**src/include/atgo_trim_map.vh**
```
// Register indices, field layout and reset values of the trim register group
`ifndef ATGO_TRIM_MAP_VH
`define ATGO_TRIM_MAP_VH

// Register indices; the byte address on the bus is four times the index
`define ATGO_IDX_OFFSET_TRIM_CORE5   10'h33E
`define ATGO_IDX_FINE_GAIN_BASE      10'h360
`define ATGO_IDX_FINE_GAIN_CORE0     10'h360
`define ATGO_IDX_FINE_GAIN_CORE1     10'h361
`define ATGO_IDX_FINE_GAIN_CORE2_A   10'h362
`define ATGO_IDX_FINE_GAIN_CORE2_B   10'h363
`define ATGO_IDX_FINE_GAIN_CORE3_C   10'h364
`define ATGO_IDX_FINE_GAIN_CORE3_D   10'h365
`define ATGO_IDX_FINE_GAIN_CORE4     10'h366
`define ATGO_IDX_FINE_GAIN_CORE5     10'h367

// Number of fine-gain trim registers
`define ATGO_GAIN_COUNT              8

// Fine-gain register layout
`define ATGO_GAIN_REG_W              8
`define ATGO_GAIN_FIELD_W            5
`define ATGO_GAIN_FIELD_MSB          4
`define ATGO_GAIN_FIELD_LSB          0
`define ATGO_GAIN_RSVD_MSB           7
`define ATGO_GAIN_RSVD_LSB           5

// Offset register layout
`define ATGO_OFS_REG_W               16
`define ATGO_OFS_FIELD_W             12
`define ATGO_OFS_FIELD_MSB           11
`define ATGO_OFS_FIELD_LSB           0
`define ATGO_OFS_RSVD_MSB            15
`define ATGO_OFS_RSVD_LSB            12

// Reset values
`define ATGO_GAIN_RESET              8'h00
`define ATGO_OFS_RESET               16'h0000
`define ATGO_RDATA_RESET             32'h00000000

`endif

```
**src/atgo_trim_regs.v**
```verilog
// Fine-gain and offset trim registers of the converter cores behind an APB slave
//
// How it works
// - Register 0x360 holds the core zero fine gain in bits 4:0.
// - Register 0x361 holds the core one fine gain in bits 4:0.
// - Core two uses the gain at 0x362 while it samples its first analog input.
// - Core two uses the gain at 0x363 while it samples its second analog input.
// - Core three uses the gain at 0x364 while it samples its third analog input.
// - Core three uses the gain at 0x365 while it samples its fourth analog input.
// - Register 0x366 holds the core four fine gain in bits 4:0.
// - Register 0x367 holds the core five fine gain in bits 4:0.
// - Gain trims reset to zero and then take their defaults from fuse storage.
// - Bits 11:0 of the offset register trim core five; bits 15:12 are reserved read/write.
// - The 16-bit core five offset register sits at 0x33E and resets to zero.
//
// Implementation choice: register access over APB.
`timescale 1ns/100ps
`default_nettype none
`include "atgo_trim_map.vh"

module atgo_trim_regs (
    // APB clock and reset
    input  wire        pclk,
    input  wire        presetn,
    // APB slave
    input  wire        psel,
    input  wire        penable,
    input  wire        pwrite,
    input  wire [11:0] paddr,
    input  wire [31:0] pwdata,
    output reg  [31:0] prdata,
    output reg         pready,
    output reg         pslverr,
    // Fuse storage defaults
    input  wire        fuse_load,
    input  wire [39:0] fuse_gain,
    input  wire [11:0] fuse_offset,
    // Analog input selection of the two muxed cores
    input  wire        core2_input_sel,
    input  wire        core3_input_sel,
    // Trims applied to the converter paths
    output reg  [4:0]  core0_gain_trim,
    output reg  [4:0]  core1_gain_trim,
    output reg  [4:0]  core2_gain_trim,
    output reg  [4:0]  core3_gain_trim,
    output reg  [4:0]  core4_gain_trim,
    output reg  [4:0]  core5_gain_trim,
    output reg  [11:0] core5_offset_trim
);

    // Storage
    reg  [7:0]  fine_gain_r [0:7];
    reg  [15:0] offset_trim_core5_r;

    // Address decode
    wire        word_aligned;
    wire [9:0]  reg_index;
    wire [7:0]  gain_hit;
    wire        offset_hit;
    wire        any_hit;
    wire        setup_phase;
    wire        access_done;
    wire        write_done;

    // Read path
    reg  [31:0] prdata_nxt;
    reg  [2:0]  gain_sel;

    assign word_aligned = (paddr[1:0] == 2'h0);
    assign reg_index    = paddr[11:2];
    assign offset_hit   = word_aligned && (reg_index == `ATGO_IDX_OFFSET_TRIM_CORE5);
    assign any_hit      = offset_hit || (gain_hit != 8'h00);
    assign setup_phase  = psel && !penable;
    assign access_done  = psel && penable && pready;
    assign write_done   = access_done && pwrite && !pslverr;

    // Each gain register is decoded, written and fuse-loaded the same way
    genvar gi;
    generate
        for (gi = 0; gi < `ATGO_GAIN_COUNT; gi = gi + 1) begin : g_gain
            // Sum kept at full width, then cut to the index width on purpose
            localparam [31:0] GAIN_IDX_FULL = `ATGO_IDX_FINE_GAIN_BASE + gi;

            assign gain_hit[gi] = word_aligned && (reg_index == GAIN_IDX_FULL[9:0]);

            always @(posedge pclk or negedge presetn) begin
                if (!presetn) begin
                    fine_gain_r[gi] <= `ATGO_GAIN_RESET;
                end else if (write_done && gain_hit[gi]) begin
                    // Reserved bits are stored as written so they read back
                    fine_gain_r[gi] <= pwdata[7:0];
                end else if (fuse_load) begin
                    fine_gain_r[gi] <= {3'h0, fuse_gain[gi*5 +: 5]};
                end
            end
        end
    endgenerate

    // Offset register of core five
    always @(posedge pclk or negedge presetn) begin
        if (!presetn) begin
            offset_trim_core5_r <= `ATGO_OFS_RESET;
        end else if (write_done && offset_hit) begin
            offset_trim_core5_r <= pwdata[15:0];
        end else if (fuse_load) begin
            offset_trim_core5_r <= {4'h0, fuse_offset};
        end
    end

    // Read data, selected during the setup cycle so it is ready in the access cycle
    always @* begin
        prdata_nxt = `ATGO_RDATA_RESET;
        gain_sel   = reg_index[2:0];
        if (offset_hit) begin
            prdata_nxt = {16'h0000, offset_trim_core5_r};
        end else if (gain_hit != 8'h00) begin
            prdata_nxt = {24'h000000, fine_gain_r[gain_sel]};
        end
    end

    // APB answer: zero wait states, error on any unmapped or unaligned address
    always @(posedge pclk or negedge presetn) begin
        if (!presetn) begin
            prdata  <= `ATGO_RDATA_RESET;
            pready  <= 1'b0;
            pslverr <= 1'b0;
        end else begin
            pready  <= setup_phase;
            pslverr <= setup_phase && !any_hit;
            if (setup_phase && !pwrite) begin
                prdata <= prdata_nxt;
            end
        end
    end

    // Applied trims follow storage one cycle later, so a write lands on the next sample
    always @(posedge pclk or negedge presetn) begin
        if (!presetn) begin
            core0_gain_trim   <= 5'h00;
            core1_gain_trim   <= 5'h00;
            core2_gain_trim   <= 5'h00;
            core3_gain_trim   <= 5'h00;
            core4_gain_trim   <= 5'h00;
            core5_gain_trim   <= 5'h00;
            core5_offset_trim <= 12'h000;
        end else begin
            core0_gain_trim <= fine_gain_r[0][4:0];
            core1_gain_trim <= fine_gain_r[1][4:0];
            if (core2_input_sel) begin
                core2_gain_trim <= fine_gain_r[3][4:0];
            end else begin
                core2_gain_trim <= fine_gain_r[2][4:0];
            end
            if (core3_input_sel) begin
                core3_gain_trim <= fine_gain_r[5][4:0];
            end else begin
                core3_gain_trim <= fine_gain_r[4][4:0];
            end
            core4_gain_trim   <= fine_gain_r[6][4:0];
            core5_gain_trim   <= fine_gain_r[7][4:0];
            core5_offset_trim <= offset_trim_core5_r[11:0];
        end
    end

endmodule
`default_nettype wire

```
**config.mk**
```make
export PLATFORM = sky130hd
export DESIGN_NAME = atgo_trim_regs
export DESIGN_NICKNAME = d
export VERILOG_FILES = /design/src/atgo_trim_regs.v
export VERILOG_INCLUDE_DIRS = /design/src /design/src/include
export SDC_FILE = /design/constraint.sdc
export NUM_CORES = 1
export LEC_CHECK = 0
export ABC_CLOCK_PERIOD_IN_PS = 3300
export BUFFER_PORTS_ARGS = -buffer_cell sky130_fd_sc_hd__buf_2
export CORE_AREA = 3 3 111 113
export CTS_BUF_LIST = sky130_fd_sc_hd__clkbuf_16
export DETAILED_ROUTE_END_ITERATION = 7
export DIE_AREA = 0 0 114 116
export GPL_TIMING_DRIVEN = 0
export PLACE_DENSITY = 0.95
export SKIP_LAST_GASP = 1
export SLEW_MARGIN = 20
export SYNTH_ARGS = -nofsm -noshare
export SYNTH_HDL_FRONTEND = slang
export SYNTH_SLANG_ARGS = --single-unit
```
**constraint.sdc**
```tcl
create_clock -name pclk -period 3.3 [get_ports pclk]
set_clock_uncertainty 0.05 [all_clocks]
set_input_delay 0.165 -clock pclk [delete_from_list [all_inputs] [get_ports pclk]]
set_output_delay 0.165 -clock pclk [all_outputs]
set_load 0.02 [all_outputs]
```
==> impl_metrics.py, run 1 <==
metrics = {
    "floorplan": {
        "ios": 180,
        "start_util_pct": 55.9,
        "die_y_um": 116,
        "die_width_um": 114,
        "coreArea_um2": 11400,
        "die_area_um2": 13200,
        "num_rows": 39,
    },
    "synth": {
        "synth_top_area_share_pct": 54.8,
        "syn-cell-area_um2": 6390,
        "synth_area_leaders": "dfrtp_1 55%, mux2_2 23%, mux4_2 5.3%",
        "yosys-top-cells-count": "140 x dfrtp_1, 132 x mux2_2, 32 x nor2b_1",
        "async_reset_ff_share_pct": 100,
        "synth_top_area_cell": "dfrtp_1",
        "yosysWarnings": 0,
        "yosys.cell_types.count": 35,
        "yosysMostFrequentCell": "dfrtp_1",
        "synth_edf_count": 0,
        "yosysSeqAreaShare_pct": 54.8,
        "syn_inst": 434,
        "ys.flop_type": "dfrtp_1",
        "synth_area_per_cell_um2": 14.7,
        "synth-seq-cells": 140,
    },
    "worst_setup_path": {
        "rr_worst_depth": 5,
        "critPathCaptureType": "flip-flop",
        "worstPathCellList": "dlygate4sd3_1, buf_2, nand4_1, or3b_1, clkbuf_1, nor2_1, mux2_2",
        "cp-start-kind": "input port",
        "critical_path_arrival_ps": 2830,
        "cp_top_family": "simple AND/OR/NAND/NOR gates",
        "required_ps": 3550,
        "r2r-start": "pready",
        "critPathBufInv": 3,
        "cp_max_fo": 8,
        "path_class": "in2reg",
        "cp.depth": 7,
        "startpoint": "penable",
        "slowest_delay_ps": 840,
        "critPathSlowestCell": "nor2_1",
    },
    "cells_and_area": {
        "seq_area_um2": 3500,
        "final_cell_area_um2": 8060,
        "post-route-util_pct": 70.6,
        "num-nets-final": 730,
        "drive_gt1_share_pct": 56.3,
        "syn_to_final_growth_pct": 26.2,
        "final.fill_count": 743,
        "diodes": 0,
        "stdcell_count": 782,
        "multi_input_area_um2": 2720,
    },
    "timing": {
        "max_freq_ghz": 0.388,
        "relSlewSlack_pct": 24.8,
        "worst_slew_pin_slew_ps": 1120,
        "min_period_ps": 2570,
        "setup_viol": 0,
        "period_share_pct": 78.0,
        "finalMaxSlewViolations": 0,
        "hold_viol": 0,
        "tns_ps": 0,
        "rsz0062_at_grt": "false",
    },
    "grt": {
        "grt_overflow": 0,
        "antenna_found_initial": 0,
        "grt_start_max_net_pins": 75,
        "grt_usage_pct": 28.2,
        "grt_use_met3_pct": 7.57,
        "grt_busiest_layer": "met2",
        "grt_pass1_wl_mm": 27.5,
        "met1_usage_pct": 33.3,
        "grt_pass1_vias": 5015,
        "gr-usage-met2_pct": 47.6,
    },
    "power": {
        "cellPowerDensity_nw_per_um2": 528,
        "leakage_uw": 0.00382,
        "total_power_uw": 4260,
        "ir_worst_vdd_mv": 0.406,
    },
    "clock_network": {
        "cts_tree": "built",
        "h-tree-depth": 4,
        "clk_pin_slew_ps": 60,
        "cts_buffers": 17,
        "cts_setup_buffers": 0,
        "post_cts_resized": 0,
        "clockBufferDepth": 2,
        "clockRootBuffer": "clkbuf_16",
        "clock_latency_ps": 420,
        "cts.sinks": 140,
    },
    "worst_hold_path": {
        "hold_path_depth": 3,
        "hp-start": "fuse_gain[33]",
        "hp-class": "in2reg",
    },
    "placed_design": {
        "portBuffers": 146,
        "numPlacedInstances": 739,
        "hpwl_mm": 12.0,
        "gp_congestion": 0.836,
        "placed_area_um2": 7400,
    },
    "drt": {
        "routedWlPerCell_um": 23.1,
        "drcViolationCount": 0,
        "ant_nets": 0,
        "drtIter0Drc": 391,
        "dr.pass1.iters": 5,
        "vias": 4557,
        "drt-total-wl_mm": 18.1,
        "vias_per_cell": 5.83,
    },
    "status": {
        "run_status": "finished, final reports clean",
    },
    "run": {
        "cap_violations": 0,
    },
}
==> cell families after synthesis <==
| group | Yosys count | share of synthesized area [%] |
|---|---|---|
| compound gates | 26 | 2.86 |
| flops | 140 | 54.8 |
| other cells | 1 | 0.0587 |
| mux | 166 | 32.3 |
| simple gates | 62 | 6.31 |
| buf+inv | 39 | 3.60 |
==> where the power goes <==
| group | internal (uW) | leakage [uW] | switching, uW |
|---|---|---|---|
| combinational | 265 | 0.00181 | 299 |
| clock | 1030 | 0.000263 | 750 |
| sequential | 1840 | 0.00174 | 73.9 |
| total | 3130 | 0.00382 | 1120 |
==> cells in the final DEF, fill, tap and decap left out, types with 4 or more instances in the layout <==
master	count
mux4_2	15
a22o_1	8
dfrtp_1	140
conb_1	16
nor2b_1	32
nor2_1	7
clkbuf_1	16
mux2_4	10
buf_4	16
dlygate4sd3_1	11
mux2i_1	9
nand4_1	4
clkbuf_16	17
o21ai_0	8
a22oi_1	8
mux2_2	132
buf_2	149
==> sequential cells by signal, indices dropped and copies added, names as in the netlist <==
name / count
offset_trim_core5_r: 16
core1_gain_trim: 5
pready: 1
prdata: 16
core3_gain_trim: 5
core5_offset_trim: 12
pslverr: 1
fine_gain_r: 64
core4_gain_trim: 5
core2_gain_trim: 5
core0_gain_trim: 5
core5_gain_trim: 5
==> metal layers <==
metal / vias to the layer above / wire, um
met4: 0 / 848
met1: 2310 / 6660
li1: 1929 / -
met5: - / 0
met3: 71 / 1280
met2: 247 / 9320
==> area by class of cell <==
type	instances	area share (%)
flip-flops and latches	140	43.5
multi-input cells	270	33.7
repair buffers	158	10.9
clock buffers	17	5.28
plain buffers	39	2.86
well taps	143	2.22
clock inverters	15	1.55
==> what timing repair did <==
action / in CTS / in global routing
endpoints found under the setup margin: 0 / 0
hold endpoints to repair: 75 / 0
hold buffers: 11 / 0
==> worst paths after layout <==
kind                                       to  slack [ps]
max                           fine_gain_r[25]         730
min                           fine_gain_r[11]          50
max reg2reg                   fine_gain_r[25]         770
min reg2reg                core1_gain_trim[2]         350
max in group asynchronous           prdata[9]        2230
min in group asynchronous  core2_gain_trim[3]         230
==> metrics by stage <==
step,hold WS (ps),setup slack (ps)
floorplan,-181,1140
global placement,314,276
detailed placement,94.1,722
CTS,49.8,717
global route,53.9,631
finish,52.2,725
==> tightest hold or removal path: stages <==
cell and delay, ps:
buf_2 80, mux2_2 120, mux2_2 130
Power figures use the tool's default switching activity.
==> inputs of run 2 (changes only) <==
--- a/config.mk
+++ b/config.mk
@@ -6,14 +6,15 @@
 export SDC_FILE = /design/constraint.sdc
 export NUM_CORES = 1
 export LEC_CHECK = 0
-export ABC_CLOCK_PERIOD_IN_PS = 3300
+export ABC_AREA = 1
+export ABC_CLOCK_PERIOD_IN_PS = 2700
 export BUFFER_PORTS_ARGS = -buffer_cell sky130_fd_sc_hd__buf_2
-export CORE_AREA = 3 3 111 113
+export CORE_AREA = 3 3 115 117
 export CTS_BUF_LIST = sky130_fd_sc_hd__clkbuf_16
 export DETAILED_ROUTE_END_ITERATION = 7
-export DIE_AREA = 0 0 114 116
+export DIE_AREA = 0 0 118 120
 export GPL_TIMING_DRIVEN = 0
-export PLACE_DENSITY = 0.95
+export PLACE_DENSITY = 0.91
 export SKIP_LAST_GASP = 1
 export SLEW_MARGIN = 20
 export SYNTH_ARGS = -nofsm -noshare
==> constraint.sdc (replaced) <==
create_clock -name pclk -period 2.7 [get_ports pclk]
set_clock_uncertainty 0.05 [all_clocks]
set_input_delay 0.135 -clock pclk [delete_from_list [all_inputs] [get_ports pclk]]
set_output_delay 0.135 -clock pclk [all_outputs]
set_load 0.02 [all_outputs]
==> impl_metrics.py, run 2 <==
metrics = {
    "status": {
        "run_status": "finished, final reports clean",
    },
    "worst_setup_path": {
        "cpMostUsedCell": "dlygate4sd3_1",
        "critPathCaptureType": "flip-flop",
        "r2r-start": "pslverr",
        "rrSetupSlack_ps": 270,
        "path_class": "in2reg",
        "startpoint": "psel",
        "slowest_delay_ps": 580,
        "required_ps": 2940,
        "worstPathCellList": "dlygate4sd3_1, buf_2, nand3_1, nor3_4, inv_2, nor2_4, nor2_2, buf_6, nand2_1, o21ai_1, dlygate4sd3_1",
        "critical_path_arrival_ps": 2700,
        "cp-start-kind": "input port",
        "cp_max_fo": 10,
        "critPathSlowestCell": "dlygate4sd3_1",
    },
    "synth": {
        "ys.flop_type": "dfrtp_1",
        "yosysWarnings": 0,
        "yosys.cell_types.count": 32,
        "yosys-top-cells-count": "233 x nand2_1, 140 x dfrtp_1, 78 x inv_1",
        "synth-seq-cells": 140,
        "synth_edf_count": 0,
        "synth_top_area_share_pct": 54.0,
        "synth_area_per_cell_um2": 8.41,
        "synth_top_area_cell": "dfrtp_1",
        "async_reset_ff_share_pct": 100,
        "yosysSeqAreaShare_pct": 54.0,
        "syn-cell-area_um2": 6490,
        "yosysMostFrequentCell": "nand2_1",
        "synth_area_leaders": "dfrtp_1 54%, nand2_1 13%, o211ai_1 5.6%",
        "syn_inst": 771,
    },
    "cells_and_area": {
        "post-route-util_pct": 70.6,
        "drive_gt1_share_pct": 22.6,
        "final_cell_area_um2": 8800,
        "largestRegisters": "fine_gain_r x64, offset_trim_core5_r x16, prdata x16",
        "largest_register": "fine_gain_r",
        "largest_reg_flops": 64,
        "final_common_cell": "nand2_1",
        "syn_to_final_growth_pct": 35.6,
        "final.fill_count": 905,
        "layout_common_cells": "233 x nand2_1, 152 x buf_2, 140 x dfrtp_1",
        "num-nets-final": 1116,
    },
    "floorplan": {
        "die_y_um": 120,
        "ios": 180,
        "num_rows": 41,
        "die_area_um2": 14200,
        "coreArea_um2": 12500,
        "die_width_um": 118,
        "start_util_pct": 52.0,
    },
    "timing": {
        "max_freq_ghz": 0.407,
        "hold_viol": 0,
        "worst_slew_pin_slew_ps": 661,
        "relSlewSlack_pct": 55.9,
        "min_period_ps": 2460,
        "setup_viol": 0,
        "finalMaxSlewViolations": 0,
        "rsz0062_at_grt": "false",
        "period_share_pct": 91.0,
    },
    "clock_network": {
        "post_cts_resized": 0,
        "cts_buffers": 17,
        "clock_latency_ps": 420,
        "ctsHoldBuffers": 62,
        "clockRootBuffer": "clkbuf_16",
        "cts.sinks": 140,
        "cts_setup_buffers": 0,
        "cts_tree": "built",
        "h-tree-depth": 4,
        "clockBufferDepth": 2,
        "clk_pin_slew_ps": 60,
    },
    "power": {
        "cellPowerDensity_nw_per_um2": 652,
        "leakage_uw": 0.00455,
        "ir_worst_vdd_mv": 0.420,
    },
    "placed_design": {
        "gp_congestion": 0.952,
        "placed_area_um2": 7520,
        "portBuffers": 144,
        "hpwl_mm": 12.9,
    },
    "grt": {
        "grt_usage_pct": 28.5,
        "grt_start_max_net_pins": 72,
        "grt_pass1_vias": 6425,
        "grt_overflow": 0,
        "antenna_found_initial": 1,
        "grt_pass1_wl_mm": 31.6,
    },
    "worst_hold_path": {
        "hp-start": "fuse_load",
        "hp-class": "in2reg",
    },
    "drt": {
        "ant_nets": 0,
        "drcViolationCount": 0,
        "vias_per_cell": 5.35,
        "vias": 6412,
        "dr.pass1.iters": 6,
        "drt-total-wl_mm": 19.9,
        "drtIter0Drc": 696,
        "routedWlPerCell_um": 16.6,
    },
    "run": {
        "cap_violations": 0,
    },
}
-- run 2: worst max-delay path: cells and delay by family --
kind	cells	cell delay, ps
buffers and inverters	5	1540
AND/OR/NAND/NOR	5	950
AO/OA/AOI/OAI	1	60
-- run 2: cells by family after synthesis --
| kind of cell | Yosys count | synth area share (%) |
|---|---|---|
| other | 1 | 0.0578 |
| flip-flops | 140 | 54.0 |
| buffers and inverters | 131 | 9.37 |
| AND/OR/NAND/NOR | 374 | 24.9 |
| AO/OA/AOI/OAI | 125 | 11.7 |
-- run 2: layout make-up --
cell class              instances  area, um2  share of cell area (%)
diodes                          1       2.50                  0.0284
plain buffers                  42        267                    3.03
clock buffers                  17        425                    4.84
clock inverters                15        230                    2.62
inverters                      89        342                    3.88
multi-input cells             515       2430                    27.7
flip-flops and latches        140       3500                    39.8
well taps                     172        215                    2.45
repair buffers                207       1380                    15.7
-- run 2: stage by stage --
stage / worst slack (ps) / setup TNS (ps) / power [uW] / std cells / hold slack, ps
CTS: 360 / 0 / 5720 / 1197 / 7.48
floorplan: 1050 / 0 / 2770 / 786 / -211
finish: 244 / 0 / 5730 / 1198 / 34.9
global route: 165 / 0 / 5910 / 1198 / 52.8
detailed placement: 830 / 0 / 3080 / 1103 / 77.7
global placement: -415 / -57140 / 3050 / 1102 / 267
-- run 2: final timing paths --
kind | to | cells after the start
min in group asynchronous | core5_offset_trim[4] | 2
worst max-delay path | offset_trim_core5_r[11] | 11
worst min register to register | core5_offset_trim[2] | 0
max in group asynchronous | core5_gain_trim[3] | 3
worst min-delay path | offset_trim_core5_r[1] | 4
worst max register to register | offset_trim_core5_r[11] | 8
-- run 2: per-layer routing --
layer / vias to the layer above / wire length [um] / GRT usage (%)
met5: - / 0 / 0
met4: 0 / 783 / 13.7
met3: 79 / 1580 / 5.94
met2: 360 / 9870 / 49.1
met1: 3010 / 7640 / 34.2
li1: 2963 / - / -
-- run 2: where the power goes --
| part | total, uW | leakage, uW | switching (uW) | internal (uW) |
|---|---|---|---|---|
| registers | 2330 | 0.00177 | 84.0 | 2250 |
| clock network | 2600 | 0.000328 | 880 | 1720 |
| logic | 809 | 0.00245 | 498 | 312 |
| total | 5730 | 0.00455 | 1460 | 4270 |
